<file path="config.mk">
export PLATFORM = sky130hd
export DESIGN_NAME = dhrs_seq
export DESIGN_NICKNAME = d
export VERILOG_FILES = /design/src/pkg/dhrs_pkg.sv /design/src/hw/dhrs_seq.sv
export VERILOG_INCLUDE_DIRS = /design/src /design/src/pkg
export SDC_FILE = /design/constraint.sdc
export NUM_CORES = 1
export LEC_CHECK = 0
export ABC_CLOCK_PERIOD_IN_PS = 5700
export BUFFER_PORTS_ARGS = -buffer_cell sky130_fd_sc_hd__buf_4
export CAP_MARGIN = 20
export CORE_UTILIZATION = 50
export CTS_BUF_LIST = sky130_fd_sc_hd__clkbuf_8
export DETAILED_ROUTE_END_ITERATION = 12
export GPL_ROUTABILITY_DRIVEN = 0
export PLACE_DENSITY = 0.73
export REMOVE_ABC_BUFFERS = 1
export SYNTH_ARGS = -nofsm -noshare
export SYNTH_HDL_FRONTEND = slang
export SYNTH_SLANG_ARGS = --single-unit
</file>
<file path="constraint.sdc">
create_clock -name i_clk -period 5.7 [get_ports i_clk]
set_clock_uncertainty 0.1 [all_clocks]
set_input_delay 0.57 -clock i_clk [delete_from_list [all_inputs] [get_ports i_clk]]
set_output_delay 0.57 -clock i_clk [all_outputs]
set_load 0.01 [all_outputs]
</file>
<file path="src/pkg/dhrs_map.svh">
// Timing and field constants for the display hardware reset sequencer
`ifndef DHRS_MAP_SVH
`define DHRS_MAP_SVH
`define DHRS_CLK_MHZ        200
`define DHRS_REJECT_US      5
`define DHRS_FULL_US        9
`define DHRS_LOAD_MS        5
`define DHRS_BLANK_MS       120
`define DHRS_REJECT_CYC     (`DHRS_REJECT_US * `DHRS_CLK_MHZ)
`define DHRS_FULL_CYC       (`DHRS_FULL_US * `DHRS_CLK_MHZ)
`define DHRS_LOAD_CYC       (`DHRS_LOAD_MS * 1000 * `DHRS_CLK_MHZ)
`define DHRS_BLANK_CYC      (`DHRS_BLANK_MS * 1000 * `DHRS_CLK_MHZ)
`define DHRS_ACCEPT_CYC     (`DHRS_REJECT_CYC + 1)
`define DHRS_CNT_W          25
`define DHRS_NVM_AW         4
`define DHRS_NVM_WORDS      16
`define DHRS_NVM_LAST       4'hF
`define DHRS_NVM_COM_IDX    4'h3
`define DHRS_DATA_W         8
`endif

</file>
<file path="src/pkg/dhrs_pkg.sv">
// Types for the display hardware reset sequencer
package dhrs_pkg;
  typedef enum logic [2:0] {
    DHRS_RUN    = 3'b000,
    DHRS_HELD   = 3'b001,
    DHRS_BLANK  = 3'b010,
    DHRS_WAIT   = 3'b011,
    DHRS_LOAD   = 3'b100
  } dhrs_state_t;
endpackage
</file>
<file path="src/hw/dhrs_seq.sv">
// Hardware reset filter, blanking and settings load sequencer
`timescale 1ns/1ps
`include "dhrs_map.svh"
//////////////////////////////////////////////////////////////////////////////
// Function
// - Low pulses under 5 us are ignored and pulses of 9 us give reset.
// - Glitches high inside a held reset do not end or restart it.
// - After each release, settings are loaded from storage within 5 ms.
// - Reset completes within 5 ms from sleep-in, 120 ms from sleep-out.
// - The display is blanked while reset runs, blank sequence <=120 ms.
// - While reset is held the settings image returns to its reset default.
//////////////////////////////////////////////////////////////////////////////
module dhrs_seq (
  input  wire logic                    i_clk,
  input  wire logic                    i_rst,
  input  wire logic                    i_hw_reset_in_n,
  input  wire logic                    i_sleep_out,
  input  wire logic [`DHRS_DATA_W-1:0] i_nvm_data,
  output logic                         o_blank,
  output logic                         o_busy,
  output logic                         o_regs_default,
  output logic                         o_nvm_rd,
  output logic [`DHRS_NVM_AW-1:0]      o_nvm_addr,
  output logic                         o_load_done,
  output logic [`DHRS_DATA_W-1:0]      o_common_electrode_setting
);

  localparam logic [`DHRS_CNT_W-1:0] REJ_C =
    `DHRS_CNT_W'(`DHRS_ACCEPT_CYC);
  localparam logic [`DHRS_CNT_W-1:0] BLK_C =
    `DHRS_CNT_W'(`DHRS_BLANK_CYC - `DHRS_LOAD_CYC);
  localparam logic [`DHRS_CNT_W-1:0] GLT_C =
    `DHRS_CNT_W'(`DHRS_REJECT_CYC);

  // Settings image held on chip, filled from storage
  logic [`DHRS_DATA_W-1:0] nvm_img_q [`DHRS_NVM_WORDS];

  dhrs_pkg::dhrs_state_t   st_q, st_d;
  logic [2:0]              sync_q;
  logic                    pin_q;
  logic [`DHRS_CNT_W-1:0]  lo_cnt_q, hi_cnt_q, tm_q;
  logic [`DHRS_NVM_AW-1:0] addr_q;
  logic                    rd_q, last_rd_q;
  logic                    mode_out_q;

  //////////////////////////////////////////////////////////////////////////
  // three-stage pin sync
  always_ff @(posedge i_clk) begin
    if (i_rst) begin
      sync_q <= 3'h7;
      pin_q  <= 1'b1;
    end else begin
      sync_q <= {sync_q[1:0], i_hw_reset_in_n};
      if (sync_q[2] == sync_q[1]) begin
        pin_q <= sync_q[2];
      end
    end
  end

  // Pulse width decode
  // Pin decodes use the filtered pin level; nvm_last and tm_done decode addr_q and tm_q
  wire pin_low    = ~pin_q;
  wire low_valid  = (lo_cnt_q >= REJ_C);
  wire hi_real    = (hi_cnt_q >= GLT_C);
  wire nvm_last   = (addr_q == `DHRS_NVM_LAST);
  wire tm_done    = (tm_q == '0);

  //////////////////////////////////////////////////////////////////////////
  // low width counter
  // A high gap must outlast the glitch filter to clear the count
  always_ff @(posedge i_clk) begin
    if (i_rst || (pin_q && hi_real)) begin
      lo_cnt_q <= '0;
    end else if (pin_low && !low_valid) begin
      lo_cnt_q <= lo_cnt_q + 1'b1;
    end
  end

  always_ff @(posedge i_clk) begin
    if (i_rst || pin_low) begin
      hi_cnt_q <= '0;
    end else if (!hi_real) begin
      hi_cnt_q <= hi_cnt_q + 1'b1;
    end
  end

  //////////////////////////////////////////////////////////////////////////
  // Sequencer next state
  // Stray codes fall back to running through the default branch
  always_comb begin
    st_d = st_q;
    case (st_q)
      dhrs_pkg::DHRS_RUN: begin
        if (low_valid) begin
          st_d = dhrs_pkg::DHRS_HELD;
        end
      end
      dhrs_pkg::DHRS_HELD: begin
        if (pin_q && hi_real) begin
          st_d = dhrs_pkg::DHRS_LOAD;
        end
      end
      dhrs_pkg::DHRS_LOAD: begin
        if (low_valid) begin
          st_d = dhrs_pkg::DHRS_HELD;
        end else if (last_rd_q) begin
          st_d = mode_out_q ? dhrs_pkg::DHRS_BLANK : dhrs_pkg::DHRS_RUN;
        end
      end
      dhrs_pkg::DHRS_BLANK: begin
        if (low_valid) begin
          st_d = dhrs_pkg::DHRS_HELD;
        end else if (tm_done) begin
          st_d = dhrs_pkg::DHRS_RUN;
        end
      end
      default: st_d = dhrs_pkg::DHRS_RUN;
    endcase
  end

  // State register
  always_ff @(posedge i_clk) begin
    if (i_rst) begin
      st_q <= dhrs_pkg::DHRS_RUN;
    end else begin
      st_q <= st_d;
    end
  end

  // mode at reset start picks the completion path
  always_ff @(posedge i_clk) begin
    if (i_rst) begin
      mode_out_q <= 1'b0;
    end else if (st_q == dhrs_pkg::DHRS_RUN) begin
      mode_out_q <= i_sleep_out;
    end
  end

  // blanking sequence timer
  // Reloads outside blanking so each run starts full
  always_ff @(posedge i_clk) begin
    if (i_rst || st_q != dhrs_pkg::DHRS_BLANK) begin
      tm_q <= BLK_C;
    end else if (!tm_done) begin
      tm_q <= tm_q - 1'b1;
    end
  end

  //////////////////////////////////////////////////////////////////////////
  // storage read walk
  wire in_load = (st_q == dhrs_pkg::DHRS_LOAD);
  always_ff @(posedge i_clk) begin
    if (i_rst || !in_load) begin
      addr_q    <= '0;
      rd_q      <= 1'b0;
      last_rd_q <= 1'b0;
    end else begin
      rd_q      <= !last_rd_q && !(rd_q && nvm_last);
      last_rd_q <= rd_q && nvm_last;
      if (rd_q && !nvm_last) begin
        addr_q <= addr_q + 1'b1;
      end
    end
  end

  // Capture each word the cycle after its read strobe
  // Storage answers one cycle after the strobe leaves the pins
  logic                    cap_q;
  logic [`DHRS_NVM_AW-1:0] cap_a_q;
  always_ff @(posedge i_clk) begin
    if (i_rst) begin
      cap_q   <= 1'b0;
      cap_a_q <= '0;
    end else begin
      cap_q   <= o_nvm_rd;
      cap_a_q <= o_nvm_addr;
    end
  end

  genvar gi;
  generate
    for (gi = 0; gi < `DHRS_NVM_WORDS; gi++) begin : g_img
      // image back to default on reset
      always_ff @(posedge i_clk) begin
        if (i_rst || st_q == dhrs_pkg::DHRS_HELD) begin
          nvm_img_q[gi] <= '0;
        end else if (cap_q && cap_a_q == `DHRS_NVM_AW'(gi)) begin
          nvm_img_q[gi] <= i_nvm_data;
        end
      end
    end
  endgenerate

  //////////////////////////////////////////////////////////////////////////
  // Registered outputs
  // Blank and busy share one source so they never part
  wire busy_d = (st_d != dhrs_pkg::DHRS_RUN);
  always_ff @(posedge i_clk) begin
    if (i_rst) begin
      o_blank        <= 1'b1;
      o_busy         <= 1'b1;
      o_regs_default <= 1'b1;
      o_nvm_rd       <= 1'b0;
      o_nvm_addr     <= '0;
      o_load_done    <= 1'b0;
      o_common_electrode_setting <= '0;
    end else begin
      o_blank        <= busy_d;
      o_busy         <= busy_d;
      o_regs_default <= (st_d == dhrs_pkg::DHRS_HELD);
      o_nvm_rd       <= rd_q;
      o_nvm_addr     <= addr_q;
      o_load_done    <= last_rd_q;
      o_common_electrode_setting <= nvm_img_q[`DHRS_NVM_COM_IDX];
    end
  end

endmodule

</file>
==> Flow_metrics.wiki <==
{| class="wikitable"
! Metric !! Value
|-
| Status || complete, no violations
|-
| Leakage power of the design || 0.002056 uW
|-
| Post-CTS setup buffer count || 0
|-
| Clock tree from TritonCTS || done
|-
| Final hold violations || 0
|-
| CP Capture Type || flip-flop
|-
| Worst relative slew slack || 40.89%
|-
| Max-cap violations || 0
|-
| Cell area after synthesis || 4529 um2
|-
| Post-detailed-placement half-perimeter wirelength || 5024 um
|-
| Resized cells post-CTS || 0
|-
| Synthesized area divided by synthesized cell count || 9.911 um2
|-
| DR DRC count || 0
|-
| Yosys Warn Count || 0
|-
| Signed area change from the synthesized netlist to the final layout || 15.17%
|-
| Remaining global-route overflow || 0
|-
| Worst path required time || 5900 ps
|-
| Longest Clk Path Bufs || 2
|-
| Time the final worst path needs with I/O delays and setup || 2602 ps
|-
| Initial antenna violation count || 0
|-
| Max Clock Freq || 384.3 MHz
|-
| Number of sinks handled by clock tree synthesis || 118
|-
| Final setup margin || 3098 ps
|-
| Starting DRT DRC Count || 63
|-
| Fraction of layout cells with a size suffix above 1 || 14.23%
|-
| Number of levels in the clock H-tree || 4
|-
| Launching element type of the critical path || flip-flop
|-
| Register bit count reported by yosys || 118
|-
| Clock-pin transition on the worst setup and hold timing paths || 80 ps
|-
| Initial DRT Pass Iterations || 4
|-
| Total vias in the final route || 3208
|-
| Diodes inserted || 0
|-
| RSZ-0062 raised after global routing || false
|-
| Count of nets left with antenna violations after detail routing || 0
|-
| Net count reported at finish || 504
|-
| Die boundary height || 97.18 um
|-
| Slowest stage cell, crit path || nand4_1
|-
| Reg2Reg Depth || 5
|-
| Buffers plus inverters on the worst setup path || 0
|-
| Critical path arrival || 2800 ps
|-
| Total routed wirelength || 7662 um
|-
| Yosys top cell by area || dfxtp_1
|-
| Clock tree root buffer cell || clkbuf_8
|-
| Share of flip-flops with an asynchronous set or reset || 0%
|-
| Peak supply drop || 209.5 uV
|-
| Number of synthesized flops with an enable pin || 8
|-
| Gate count of the mapped netlist || 457
|-
| Worst-path cell chain || nor4_1 -> nand4_1 -> or2_1 -> a31oi_1 -> o311ai_1
|-
| Maximum number of pins on one net before global-route repair || 37
|-
| Crit path kind || flip-flop to flip-flop
|-
| Row cnt || 34
|-
| Final setup violation count || 0
|-
| Mean number of vias per cell || 5.285
|-
| PortBufs || 28
|-
| Proportion of synthesized chip area in sequential cells || 53.92%
|-
| Most instantiated flip-flop cell in the synthesis netlist || dfxtp_1
|-
| Chip width || 97.18 um
|-
| Longest individual stage delay on the worst path || 620 ps
|-
| Part of the cycle the worst path needs || 45.66%
|-
| Top fanout value on the critical path || 15
|-
| Unique cell type count in the Yosys netlist || 52
|-
| Post-DR wirelength/cell || 12.62 um
|-
| Clock buffer count from CTS || 17
|-
| Post-Place Setup Slack || 3166 ps
|-
| First-pass GRT wire length || 13370 um
|-
| Final total negative setup slack || 0 ps
|-
| DIE AREA || 9443 um2
|-
| Max-slew violation count || 0
|-
| Starting density of the core || 51.68%
|-
| Number of global-route vias before repair || 3023
|-
| Min-Delay Path Class || input port to flip-flop
|-
| Least-Margin Pin Slew || 884.8 ps
|-
| PD cells || 318.6 nW/um2
|-
| Hold path depth || 2
|-
| GRT Total Usage || 17.48%
|-
| Delay-heaviest family, CP || simple AND/OR/NAND/NOR gates
|-
| Core area || 8763 um2
|-
| Top cells by area, synth || dfxtp_1 49%, and2_1 5.8%, edfxtp_1 5.3%, nor2_1 3.9%, xor2_1 3.3%
|-
| Yosys top cell area share || 48.62%
|-
| Clock latency reported for the late side of the worst-skew pair || 420 ps
|-
| Num ports || 29
|-
| Hold-fix buffer count after cts || 0
|-
| Total number of cells along the worst setup path || 5
|}
[logic make-up (layout without fill, tap and decap cells)]
logic type / count (synthesis) / after routing / share of synthesized area, %
and+or+nand+nor: 218 / 218 / 27.54
AOI/OAI and AO/OA: 50 / 50 / 7.790
buffers and inverters: 33 / 75 / 2.845
xor gates and xnor gates: 30 / 30 / 5.801
adders and majority gates: 6 / 6 / 1.657
muxes: 2 / 2 / 0.4420
DFF: 118 / 118 / 53.92
[report_power, final]
part	switching [uW]	internal [uW]	total (uW)
logic	17.3	14.3	31.6
clock network	378	408	786
registers	3.95	840	844
total	399	1260	1660
[per-stage QoR]
step,hold WS [ps],cells,power [uW],cell area (um2),utilization [%]
after floorplan,289.5,439,877.1,4457,-
after CTS,211.2,607,1683,5216,59.52
after detailed placement,297.1,575,895.1,4802,54.80
final,237.5,607,1662,5216,59.52
after global routing,218.1,607,1719,5216,59.52
after global placement,299.1,575,894.0,4802,54.80
[area by class of cell]
cell class | instances | area, um2
well taps | 108 | 135.1
clock buffers | 17 | 234.0
repair buffers | 28 | 210.2
multi-input cells | 306 | 1958
inverters | 15 | 56.30
fillers | 767 | 3547
flip-flops and latches | 118 | 2442
clock inverters | 15 | 180.2
[registers in the layout (all words and copies together), names as in the netlist, 3 cells and up]
register and cells:
addr_q 4, cap_a_q 4, hi_cnt_q 25, lo_cnt_q 25, nvm_img_q 8, o_common_electrode_setting 8, o_nvm_addr 4, st_q 3
sync_q 3, tm_q 25
[placed cells by master (no fill, tap or decap), types with 11 or more instances in the layout]
cell      synthesis  final
dfxtp_1         110    110
nor2_1           47     47
and2_1           42     42
buf_4             1     28
nand2_1          24     24
nor2b_1          21     21
xor2_1           17     17
clkbuf_8          0     17
inv_1            15     15
nor4_1           15     15
xnor2_1          13     13
nand3_1          11     11
a21oi_1          11     11
[synth_stat cells, drive strengths merged, types with 2 or more instances]
| master | number |
|---|---|
| nand3b | 2 |
| nor4 | 15 |
| mux2i | 2 |
| nand4b | 4 |
| clkbuf | 15 |
| a211oi | 3 |
| o31ai | 3 |
| nand2 | 24 |
| a41o | 2 |
| dfxtp | 110 |
| nor3 | 10 |
| and4 | 4 |
| nor2 | 47 |
| a31oi | 3 |
| xnor2 | 13 |
| nor3b | 5 |
| nand4 | 7 |
| a21oi | 11 |
| or3 | 3 |
| nand2b | 5 |
| o211ai | 9 |
| nor4b | 3 |
| inv | 15 |
| and3 | 5 |
| and2 | 42 |
| or4 | 4 |
| o21ai | 10 |
| xor2 | 17 |
| nor2b | 21 |
| or2 | 5 |
| buf | 3 |
| ha | 6 |
| nand3 | 11 |
| edfxtp | 8 |
[final timing paths]
kind / from / to / slack, ps
worst max-delay path: tm_q[8] / o_busy / 3100
worst min-delay path: i_hw_reset_in_n / sync_q[0] / 240
worst max register to register: tm_q[8] / o_busy / 3100
worst min register to register: sync_q[0] / sync_q[1] / 320
[metal layers]
metal	share of wire, %	GRT usage, %	vias up
met5	0	0	-
met4	1.4	7.692	0
met3	3.5	5.036	13
met2	48	28.60	51
met1	47	21.42	1502
li1	-	-	1642
(Power assumes the default switching activity.)
